<file path="config.mk">
export PLATFORM = sky130hd
export DESIGN_NAME = sasc_top
export DESIGN_NICKNAME = d
export VERILOG_FILES = /design/src/design/sasc_pkg.sv /design/src/design/sasc_top.sv
export SDC_FILE = /design/constraint.sdc
export NUM_CORES = 1
export LEC_CHECK = 0
export ABC_CLOCK_PERIOD_IN_PS = 4390
export BUFFER_PORTS_ARGS = -buffer_cell sky130_fd_sc_hd__buf_4
export CAP_MARGIN = 20
export CORE_UTILIZATION = 55
export CTS_BUF_LIST = sky130_fd_sc_hd__clkbuf_16
export CTS_CLUSTER_SIZE = 24
export DETAILED_ROUTE_END_ITERATION = 8
export PLACE_DENSITY_LB_ADDON = 0.15
export SLEW_MARGIN = 20
export SYNTH_ARGS = -nofsm -noshare
export SYNTH_HDL_FRONTEND = slang
export SYNTH_SLANG_ARGS = --single-unit
</file>
<file path="constraint.sdc">
create_clock -name clk_i -period 4.39 [get_ports clk_i]
set_input_delay 0.878 -clock clk_i [delete_from_list [all_inputs] [get_ports clk_i]]
set_output_delay 0.878 -clock clk_i [all_outputs]
set_load 0.005 [all_outputs]
</file>
<file path="src/design/sasc_pkg.sv">
// Purpose: shared constants and types of the converter sequencer control
// Assumes: 16-bit register bus, 12-bit conversion results
// Notes: word addresses on the register port

package sasc_pkg;
   localparam int ADDR_W = 5;
   localparam int DATA_W = 16;
   localparam int RES_W = 12;

   // Register word addresses
   localparam logic [4:0] OFF_CTRL1 = 5'h00;
   localparam logic [4:0] OFF_CTRL2 = 5'h01;
   localparam logic [4:0] OFF_CTRL3 = 5'h02;
   localparam logic [4:0] OFF_CHSEL = 5'h03;
   localparam logic [4:0] OFF_PCFG = 5'h04;
   localparam logic [4:0] OFF_PORT = 5'h05;
   localparam logic [4:0] OFF_STAT = 5'h06;
   localparam logic [4:0] OFF_BUF = 5'h10;

   // Field positions
   localparam int C1_ON = 15;
   localparam int C1_SIDL = 13;
   localparam int C1_FORM = 8;
   localparam int C1_SSRC = 5;
   localparam int C1_SAMPLE_ENABLE = 1;
   localparam int C1_DONE = 0;
   localparam int C2_SAMPLES_PER_INTERRUPT = 2;
   localparam int C3_AUTO_SAMPLE_TIME = 8;
   localparam int C3_RC = 7;
   localparam int C3_DIV = 0;
   localparam int ST_CONVB = 0;
   localparam int ST_IRQB = 1;
   localparam int ST_PDB = 2;

   // Trigger sources and output formats
   localparam logic [2:0] TRIG_SW = 3'h0;
   localparam logic [2:0] TRIG_EXT = 3'h1;
   localparam logic [2:0] TRIG_TMR = 3'h2;
   localparam logic [2:0] TRIG_AUTO = 3'h7;
   localparam logic [1:0] FMT_INT = 2'h0;
   localparam logic [1:0] FMT_SINT = 2'h1;
   localparam logic [1:0] FMT_FRAC = 2'h2;
   localparam logic [1:0] FMT_SFRAC = 2'h3;

   // Counts and reset values
   localparam logic [4:0] CONVERTING_FLAG_TADS = 5'h0f;
   localparam logic [6:0] HALF_STEP = 7'h02;
   localparam logic [15:0] RST_WORD = 16'h0000;

   typedef enum logic [3:0] {
      ST_IDLE = 4'h1,
      ST_SAMPLE = 4'h2,
      ST_WAIT = 4'h4,
      ST_CONVERTING_FLAG = 4'h8
   } sasc_state_type;

   typedef struct packed {
      logic [4:0] addr;
      logic [15:0] wdata;
      logic wr;
      logic rd;
   } sasc_bus_type;

   typedef struct packed {
      logic [3:0] channel;
      logic sample;
      logic convert;
      logic powered;
   } sasc_afe_type;

   typedef struct packed {
      logic on;
      logic sidl;
      logic [1:0] form;
      logic [2:0] ssrc;
      logic sample_enable;
      logic done;
      logic [3:0] samples_per_interrupt;
      logic [4:0] auto_sample_time;
      logic rc;
      logic [5:0] div;
      logic [3:0] chsel;
      logic [15:0] pcfg;
      logic irqf;
      logic pd;
      logic wake;
      sasc_state_type state;
      logic [6:0] acc;
      logic [4:0] cnt;
      logic [3:0] smp_cnt;
      logic [3:0] idx;
      logic [15:0] rdata;
      logic rc_s1;
      logic rc_s2;
      logic rc_s3;
      logic [15:0] pin_s1;
      logic [15:0] pin_s2;
   } sasc_regs_type;
endpackage

</file>
<file path="src/design/sasc_top.sv">
// Purpose: sequencer control of a 12-bit successive approximation converter
// Assumes: analog front end outside, result valid when convert ends
// Notes: one clock, clk_i is the instruction cycle

`timescale 1ns/1ps

module sasc_top (
   // Clock and reset
   input wire logic clk_i,
   input wire logic rst_i,
   // Register port
   input wire sasc_pkg::sasc_bus_type bus_i,
   output logic [sasc_pkg::DATA_W-1:0] rdata_o,
   // Analog front end
   input wire logic [sasc_pkg::RES_W-1:0] afe_result_i,
   output sasc_pkg::sasc_afe_type afe_o,
   // Pins and oscillator
   input wire logic rc_osc_i,
   input wire logic [15:0] pin_i,
   // System state and triggers
   input wire logic sleep_i,
   input wire logic idle_i,
   input wire logic irq_enable_i,
   input wire logic timer_trig_i,
   input wire logic ext_trig_i,
   // Status
   output logic converting_o,
   output logic done_o,
   output logic converter_irq_flag_o,
   output logic wake_o
);
   import sasc_pkg::*;

   sasc_regs_type r;
   sasc_regs_type next_r;
   logic [RES_W-1:0] result_mem [16];
   logic mem_wr;
   logic [RES_W-1:0] mem_data;

   function automatic logic hit(input logic [4:0] a, input logic [4:0] off);
      return a == off;
   endfunction

   // Zero, sign or left-justified view of a stored result
   function automatic logic [15:0] fmt(input logic [1:0] f,
                                      input logic [RES_W-1:0] d);
      case (f)
         FMT_INT: fmt = {4'h0, d};
         FMT_SINT: fmt = {{4{d[11]}}, d};
         FMT_FRAC: fmt = {d, 4'h0};
         FMT_SFRAC: fmt = {d, 4'h0};
         default: fmt = {4'h0, d};
      endcase
   endfunction

   logic run;
   logic halt;
   logic tick;
   logic start;
   logic [6:0] half;
   logic [6:0] sum;

   always_comb begin
      next_r = r;
      next_r.wake = 1'b0;
      next_r.rdata = RST_WORD;
      mem_wr = 1'b0;
      mem_data = '0;
      start = 1'b0;
      tick = 1'b0;
      // Synchronisers; first stages feed only the second
      next_r.rc_s1 = rc_osc_i;
      next_r.rc_s2 = r.rc_s1;
      next_r.rc_s3 = r.rc_s2;
      next_r.pin_s1 = pin_i;
      next_r.pin_s2 = r.pin_s1;

      // Module clocks stop when off, powered down, halted or in sleep on the instruction clock
      halt = idle_i & r.sidl;
      run = r.on & ~r.pd & ~halt & (~sleep_i | r.rc);
      half = {1'b0, r.div} + 7'h01;
      sum = r.acc + HALF_STEP;
      if (run) begin
         if (r.rc) begin
            tick = r.rc_s2 & ~r.rc_s3;
         end else if (sum >= half) begin
            // Half-cycle steps: period is (div+1)/2 cycles on average
            tick = 1'b1;
            next_r.acc = sum - half;
         end else begin
            next_r.acc = sum;
         end
      end

      // Register writes
      if (bus_i.wr) begin
         if (hit(bus_i.addr, OFF_CTRL1)) begin
            next_r.on = bus_i.wdata[C1_ON];
            next_r.sidl = bus_i.wdata[C1_SIDL];
            next_r.form = bus_i.wdata[C1_FORM +: 2];
            next_r.ssrc = bus_i.wdata[C1_SSRC +: 3];
            next_r.sample_enable = bus_i.wdata[C1_SAMPLE_ENABLE];
            if (!bus_i.wdata[C1_DONE]) begin
               next_r.done = 1'b0;
            end
         end
         if (hit(bus_i.addr, OFF_CTRL2)) begin
            next_r.samples_per_interrupt = bus_i.wdata[C2_SAMPLES_PER_INTERRUPT +: 4];
         end
         if (hit(bus_i.addr, OFF_CTRL3)) begin
            next_r.auto_sample_time = bus_i.wdata[C3_AUTO_SAMPLE_TIME +: 5];
            next_r.rc = bus_i.wdata[C3_RC];
            next_r.div = bus_i.wdata[C3_DIV +: 6];
         end
         if (hit(bus_i.addr, OFF_CHSEL)) begin
            next_r.chsel = bus_i.wdata[3:0];
         end
         if (hit(bus_i.addr, OFF_PCFG)) begin
            next_r.pcfg = bus_i.wdata;
         end
         if (hit(bus_i.addr, OFF_STAT) && !bus_i.wdata[ST_IRQB]) begin
            next_r.irqf = 1'b0;
         end
      end

      // Register reads, answered one cycle later
      if (bus_i.rd) begin
         if (hit(bus_i.addr, OFF_CTRL1)) begin
            next_r.rdata[C1_ON] = r.on;
            next_r.rdata[C1_SIDL] = r.sidl;
            next_r.rdata[C1_FORM +: 2] = r.form;
            next_r.rdata[C1_SSRC +: 3] = r.ssrc;
            next_r.rdata[C1_SAMPLE_ENABLE] = r.sample_enable;
            next_r.rdata[C1_DONE] = r.done;
         end else if (hit(bus_i.addr, OFF_CTRL2)) begin
            next_r.rdata[C2_SAMPLES_PER_INTERRUPT +: 4] = r.samples_per_interrupt;
         end else if (hit(bus_i.addr, OFF_CTRL3)) begin
            next_r.rdata[C3_AUTO_SAMPLE_TIME +: 5] = r.auto_sample_time;
            next_r.rdata[C3_RC] = r.rc;
            next_r.rdata[C3_DIV +: 6] = r.div;
         end else if (hit(bus_i.addr, OFF_CHSEL)) begin
            next_r.rdata[3:0] = r.chsel;
         end else if (hit(bus_i.addr, OFF_PCFG)) begin
            next_r.rdata = r.pcfg;
         end else if (hit(bus_i.addr, OFF_PORT)) begin
            // Clear config bit marks an analog pin
            next_r.rdata = r.pin_s2 & r.pcfg;
         end else if (hit(bus_i.addr, OFF_STAT)) begin
            next_r.rdata[ST_CONVB] = (r.state == ST_CONVERTING_FLAG);
            next_r.rdata[ST_IRQB] = r.irqf;
            next_r.rdata[ST_PDB] = r.pd;
         end else if (bus_i.addr[4]) begin
            next_r.rdata = fmt(r.form, result_mem[bus_i.addr[3:0]]);
         end
      end

      // Powered-down state lasts until the core leaves sleep
      if (!sleep_i) begin
         next_r.pd = 1'b0;
      end

      // Sequencer; frozen while halted in idle
      if (!halt) begin
         case (r.state)
            ST_IDLE: begin
               if (next_r.sample_enable && next_r.on && !r.pd) begin
                  next_r.state = ST_SAMPLE;
                  next_r.cnt = 5'h00;
               end
            end
            ST_SAMPLE: begin
               if (tick) begin
                  next_r.cnt = r.cnt + 5'h01;
               end
               case (r.ssrc)
                  TRIG_SW: start = !next_r.sample_enable;
                  TRIG_AUTO: start = tick && (r.cnt + 5'h01 >= r.auto_sample_time);
                  TRIG_TMR: start = timer_trig_i;
                  TRIG_EXT: start = ext_trig_i;
                  default: start = 1'b0;
               endcase
               if (start) begin
                  next_r.sample_enable = 1'b0;
                  next_r.cnt = 5'h00;
                  // RC clock waits one cycle so the core can enter sleep
                  next_r.state = r.rc ? ST_WAIT : ST_CONVERTING_FLAG;
               end
            end
            ST_WAIT: begin
               next_r.state = ST_CONVERTING_FLAG;
            end
            ST_CONVERTING_FLAG: begin
               if (tick) begin
                  next_r.cnt = r.cnt + 5'h01;
                  if (r.cnt + 5'h01 == CONVERTING_FLAG_TADS) begin
                     mem_wr = 1'b1;
                     // A digital pin still runs the whole conversion; it stores zero
                     mem_data = r.pcfg[r.chsel] ? '0 : afe_result_i;
                     next_r.idx = r.idx + 4'h1;
                     next_r.smp_cnt = r.smp_cnt + 4'h1;
                     next_r.cnt = 5'h00;
                     next_r.state = ST_IDLE;
                     if (r.smp_cnt == r.samples_per_interrupt) begin
                        // Set wins over a clear in the same cycle
                        next_r.done = 1'b1;
                        next_r.irqf = 1'b1;
                        next_r.smp_cnt = 4'h0;
                        next_r.idx = 4'h0;
                     end
                     if (sleep_i) begin
                        next_r.wake = irq_enable_i;
                        next_r.pd = ~irq_enable_i;
                     end
                  end
               end
            end
            default: begin
               next_r.state = ST_IDLE;
            end
         endcase
      end

      // Sleep on the instruction clock kills a conversion; no resume
      if (sleep_i && !r.rc && (r.state == ST_CONVERTING_FLAG || r.state == ST_WAIT)) begin
         next_r.state = ST_IDLE;
         next_r.cnt = 5'h00;
         mem_wr = 1'b0;
      end

      // Turning off wins over any start this cycle and drops a completing result; done and flag still set
      if (!next_r.on) begin
         next_r.state = ST_IDLE;
         next_r.cnt = 5'h00;
         next_r.acc = 7'h00;
         mem_wr = 1'b0;
      end
   end

   // Control state resets; sleep only aborts a conversion, sets power-down or pulses wake
   always_ff @(posedge clk_i or posedge rst_i) begin
      if (rst_i) begin
         r <= '{state: ST_IDLE, default: '0};
      end else begin
         r <= next_r;
      end
   end

   // Result buffer has no reset so contents survive a device reset
   always_ff @(posedge clk_i) begin
      if (mem_wr) begin
         result_mem[r.idx] <= mem_data;
      end
   end

   assign rdata_o = r.rdata;
   assign afe_o.channel = r.chsel;
   assign afe_o.sample = (r.state == ST_SAMPLE);
   assign afe_o.convert = (r.state == ST_CONVERTING_FLAG);
   assign afe_o.powered = r.on & ~r.pd;
   assign converting_o = (r.state == ST_CONVERTING_FLAG);
   assign done_o = r.done;
   assign converter_irq_flag_o = r.irqf;
   assign wake_o = r.wake;
endmodule

</file>
Word level (Yosys, flattened, before mapping) --
Memories as Yosys holds them, arrays and structs flattened. Index checks and enable logic that the tools add are counted.
Word-level totals: flip-flop bits (word level) 123, RAM bits 192, bits of input ports 59, output and inout port bits 27, logic and storage cells 197, memories 1
Memories:
- result_mem | words 16, bits a word 12, rd ports 1, clocked after Yosys merged registers in 0, write ports 1, RTL line sasc_top.sv:36 | logic [RES_W-1:0] result_mem [16];
Operators by class: add/sub/neg operators 6, magnitude comparators 3, equality and inequality tests 27, multiplexer cells 98, bitwise operators 12, reduce and logical (&&, ||, !) cells 24
Operator list (count):
- 16-bit 2-to-1 mux | 19
- 12-bit 2-to-1 mux | 7
- 13-bit 2-to-1 mux | 4
- 16-bit case mux with 3 select lines | 1
- 46-bit 2-to-1 mux | 1
- 7-bit 2-to-1 mux | 6
- 4-bit 2-to-1 mux | 8
- 1-bit 2-to-1 mux | 28
- 5-bit 2-to-1 mux | 5
- 16-bit bitwise AND | 1
- 8-bit 2-to-1 mux | 2
- 4-bit case mux with 4 select lines | 1
- 5-bit by 3-bit == test with 1-bit output (second input constant) | 3
- 3-bit 2-to-1 mux | 5
- 5-bit case mux with 3 select lines | 1
- 6-bit 2-to-1 mux | 2
- 4-bit by 2-bit != test with 1-bit output (second input constant) | 3
- 2-bit AND reduction | 6
- 5-bit by 2-bit == test with 1-bit output (second input constant) | 2
- 10-bit 2-to-1 mux | 1
- 5-bit AND reduction | 2
- 9-bit 2-to-1 mux | 1
- 4-bit by 1-bit adder with 4-bit output (second input constant) | 2
- 2-bit 2-to-1 mux | 4
- other kinds (38) | 55

Depth between registers and ports, before layout --
depth in word-level cells 25, mapped depth 12, gate-level depth less buffers 11

Worst setup path after synthesis --
OpenSTA, ideal clock, no wires.
kind input to register, start point input port bus_i[18] in the netlist's numbering, end point memory result_mem[0][0], enable pin, setup time 0.396 ns, data arrival time 3.319 ns, data required time 3.994 ns, path slack 0.674 ns, cell stages on the path 9, path buffers 2, cell sequence buf_4 nor3b_1 nand3_1 and2_1 buf_2 or2_1 nor4_2 nand2_1 nor3_1
Between the ends: longest elaborated chain between the ends 6
RTL lines:
- start: declaration | RTL line sasc_top.sv:12 | input wire sasc_pkg::sasc_bus_type bus_i,
- 5-bit logical NOT | RTL line sasc_top.sv:41 | return a == off;
- 9-bit 2-to-1 mux | RTL line sasc_top.sv:97 | if (hit(bus_i.addr, OFF_CTRL1)) begin
- 46-bit 2-to-1 mux | RTL line sasc_top.sv:96 | if (bus_i.wr) begin
- 1-bit 2-to-1 mux | RTL line sasc_top.sv:231 | if (!next_r.on) begin
- 1-bit 2-to-1 mux | RTL line sasc_top.sv:250 | if (mem_wr) begin
- 1-bit 2-to-1 mux (not written as such) | RTL line sasc_top.sv:251 | result_mem[r.idx] <= mem_data;
- end: declaration | RTL line sasc_top.sv:36
No other way between the ends.

Worst setup path after layout --
start point register r[65] in the netlist's numbering, end point memory result_mem[8][2], data pin
Between the ends: longest elaborated chain between the ends 8
RTL lines:
- start: declaration | RTL line sasc_top.sv:34 | sasc_regs_type r;
- start signal: assignment | RTL line sasc_top.sv:244 | r <= next_r;
- 7-bit by 2-bit adder with 7-bit output | RTL line sasc_top.sv:82 | sum = r.acc + HALF_STEP;
- 7-bit >= comparator | RTL line sasc_top.sv:86 | end else if (sum >= half) begin
- 1-bit 2-to-1 mux | RTL line sasc_top.sv:86
- 1-bit 2-to-1 mux | RTL line sasc_top.sv:84 | if (r.rc) begin
- 1-bit 2-to-1 mux | RTL line sasc_top.sv:83 | if (run) begin
- 12-bit 2-to-1 mux | RTL line sasc_top.sv:193 | if (tick) begin
- 12-bit 2-to-1 mux | RTL line sasc_top.sv:164 | case (r.state)
- 12-bit 2-to-1 mux | RTL line sasc_top.sv:163 | if (!halt) begin
- net mem_data[2] | RTL line sasc_top.sv:38 | logic [RES_W-1:0] mem_data;
The timed path passes the listed nets, and every way through them passes these cells.

==> flow_summary.json <==
{
  "outcome": "finished clean",
  "fp.dieW_um": 161,
  "hold_violations": 0,
  "die-area_mm2": 0.0260,
  "rsz0062_at_grt": "no",
  "yosys.area_share.adder": 0.0203,
  "worst_slew_pin_slew_ns": 0.837,
  "track_usage": 0.264,
  "drt_iter0_markers": 912,
  "synth_cells": 945,
  "worstSetupStartpointType": "flip-flop",
  "antenna_found_initial": 0,
  "layout.nets": 1111,
  "p_comb_frac": 0.101,
  "worstReg2RegStart": "r[65]$_DFFE_PP0P_",
  "num_io_pins": 86,
  "core-area_mm2": 0.0246,
  "crit_path_frequent_cell": "ha_1",
  "hp-class": "flip-flop to flip-flop",
  "ys_types": 65,
  "holdBufCountCts": 0,
  "p_clk_frac": 0.417,
  "synth_top_area_share": 0.414,
  "pwr-share-seq": 0.482,
  "area_delta_synth_final_pct": 15.2,
  "cp-endpoint": "result_mem[8][2]$_DFFE_PP_",
  "netSwitchingPower_w": 0.00171,
  "cts_num_sinks": 315,
  "worstSetupPathDepth": 11,
  "netlist_area_mm2": 0.0139,
  "synth_warnings": 0,
  "postCtsSetupRepairBufs": 0,
  "cp.required_ns": 4.61,
  "grt_max_degree": 79,
  "wirelength_um": 33300,
  "drive_above_1_share": 0.276,
  "cp_slowest_stage_delay_ns": 0.64,
  "power.internal_w": 0.00530,
  "multiInputGateArea_mm2": 0.00464,
  "async_flop_share": 0.390,
  "synth_edf_count": 192,
  "tns_ns": 0,
  "yosysSeqAreaShare": 0.635,
  "cts_tree": "built",
  "rows": 57,
  "yosys.area_share.simple": 0.0814,
  "r2r-end": "result_mem[8][2]$_DFFE_PP_",
  "reg2regPathDepth": 11,
  "drc": 0,
  "crit_slowest_cell": "and2_1",
  "vias_per_cell": 6.10,
  "cp_top_family": "simple AND/OR/NAND/NOR gates",
  "end_kind": "flip-flop",
  "clkTransAtPathRegs_ns": 0.06,
  "holdWs_ns": 0.344,
  "synth_ff_type": "edfxtp_1",
  "wire_per_inst_um": 24.1,
  "io_buffers": 85,
  "synth.net_count": 1026,
  "initial_core_util": 0.566,
  "switching_share": 0.244,
  "cts-resized-gates": 0,
  "gp_congestion": 0.904,
  "r2r_setup_slack_ns": 0.71,
  "fin_crit_sh": 0.838,
  "synth_compound_area_frac": 0.0651,
  "synthXorXnorAreaFrac": 0.0119,
  "synth.area.top_cells": "edfxtp_1, dfrtp_1, mux4_2",
  "p_leak_nw": 5.66,
  "clk_latency_ns": 0.53,
  "cts_root_buf": "clkbuf_16",
  "dpl.hpwl_um": 23200,
  "synth_top_cell_by_area": "edfxtp_1",
  "dr.pass1.iters": 5,
  "finalMaxSlewViolations": 0,
  "fmax_ghz": 0.272,
  "critPathArrivalTime_ns": 3.90,
  "crit_chain": "ha_1, nand3_1, xnor2_1, ha_1, nand4_1, o21a_1, a21oi_1, nand2_1, nor3_2, buf_4, and2_1",
  "ys_ff_latch": 315,
  "p_per_area_mw_per_mm2": 437,
  "cts_made_buffers": 34,
  "cap_violations": 0,
  "grt_pass1_vias": 8328,
  "die_y_um": 161,
  "cp-startpoint": "r[65]$_DFFE_PP0P_",
  "synth.avg_cell_area_um2": 14.7,
  "grt_remaining_overflow": 0,
  "seq_area_mm2": 0.00884,
  "num_vias": 8417,
  "fillerInstances": 1776,
  "min_period_ns": 3.68,
  "worst-path-buf-inv": 1,
  "synth_top_family_by_area": "multiplexers",
  "drtAntennaViolNets": 0,
  "max-vdd-ir-drop_uv": 385,
  "grt_pass1_wl_um": 50100,
  "antenna_cells": 0,
  "cts.path.max_buffers": 3,
  "worst-path-max-fanout": 16,
  "synthMuxAreaShare": 0.152,
  "crit_type": "flip-flop to flip-flop",
  "h-tree-depth": 2,
  "final.setup_skew_ns": 0.0132,
  "maxSlewHeadroom": 0.437,
  "finalSetupViolCount": 0
}
power groups by stage:
stage               Combinational (W)  Sequential (W)  Clock, W
floorplan                    0.000542         0.00335         0
global placement             0.000696         0.00343         0
detailed placement           0.000704         0.00344         0
CTS                          0.000708         0.00338   0.00297
global route                 0.000776         0.00339   0.00307
finish                       0.000709         0.00338   0.00292
synthesized netlist by cell type, types with 6 or more instances:
master / number
a211oi_1: 7
a21oi_1: 28
a31oi_1: 7
and2_1: 15
and3_1: 9
buf_1: 6
buf_2: 14
buf_4: 23
clkbuf_1: 21
dfrtp_1: 122
edfxtp_1: 192
ha_1: 21
inv_1: 30
mux2_2: 49
mux2i_1: 15
mux4_2: 63
nand2_1: 63
nand2b_1: 12
nand3_1: 31
nor2_1: 43
nor2b_1: 10
nor3_1: 16
o21ai_0: 24
o21ai_1: 19
xnor2_1: 8
xor2_1: 11
cells by family after synthesis:
logic type | Yosys count
DFF | 315
and+or+nand+nor | 227
buffers and inverters | 96
xor gates and xnor gates | 19
adders and majority gates | 22
muxes | 127
AOI/OAI and AO/OA | 139
metrics by stage:
stage | cells | setup WS (ns) | power [W] | utilization | cell area (µm²)
floorplan | 945 | 0.243 | 0.00389 | - | 13900
detailed placement | 1318 | 0.588 | 0.00414 | 0.605 | 14900
global placement | 1318 | 0.685 | 0.00413 | 0.605 | 14900
global route | 1380 | 0.459 | 0.00724 | 0.652 | 16000
finish | 1380 | 0.711 | 0.00702 | 0.652 | 16000
CTS | 1380 | 0.749 | 0.00705 | 0.652 | 16000
worst reg2reg max path, stage by stage (launching register included):
cell and delay (ns):
dfrtp_1 0.46, ha_1 0.28, nand3_1 0.12, xnor2_1 0.17, ha_1 0.38, nand4_1 0.14, o21a_1 0.26, a21oi_1 0.27
nand2_1 0.15, nor3_2 0.24, buf_4 0.25, and2_1 0.65
placed cells by master, fill, tap and decap left out, drive strengths merged, types with 7 or more instances in the layout:
cell type	count
nor3	17
xnor2	8
nand2b	12
mux4	63
inv	38
nor2	43
mux2	49
a211oi	7
clkbuf	34
and2	15
nor2b	10
buf	115
o21ai	43
nand2	63
a21oi	28
a31oi	8
dfrtp	122
xor2	11
ha	21
nand3	31
mux2i	15
edfxtp	192
and3	9
clkinv	13
worst min path at each step:
stage	startpoint	endpoint	slack (ns)	cells after the start
6_report	next_r[10]$_DFF_PP0_	r[10]$_DFF_PP0_	0.34	0
3_3_place_gp	next_r[2]$_DFF_PP0_	r[2]$_DFF_PP0_	0.33	0
3_5_place_dp	next_r[0]$_DFF_PP0_	r[0]$_DFF_PP0_	0.33	0
2_1_floorplan	next_r[33]$_DFF_PP0_	next_r[32]$_DFF_PP0_	0.33	0
5_1_grt	next_r[10]$_DFF_PP0_	r[10]$_DFF_PP0_	0.35	0
4_1_cts	next_r[10]$_DFF_PP0_	r[10]$_DFF_PP0_	0.35	0
registers in the layout, summed over array words and instances, names as in the netlist:
signal and count:
wake_o 1, converter_irq_flag_o 1, r 82, afe_o 4, next_r 18, rdata_o 16, result_mem 192, done_o 1
final cells by class:
cell class                 count  area share
inverter                      30     0.00733
sequential                   315       0.551
clock buffer                  34      0.0530
timing repair buffer         115      0.0554
tap                          324      0.0253
clock inverter                28      0.0191
multi-input combinational    534       0.289
metal layers:
metal,track usage,vias up,part of all wire,wire length (µm)
met2,0.427,331,0.49,16300
met4,0.0802,0,0.022,734
met1,0.370,4283,0.42,13900
met5,0,-,0,0
li1,-,3748,-,-
met3,0.0429,55,0.070,2310
Power figures use the tool's default switching activity.
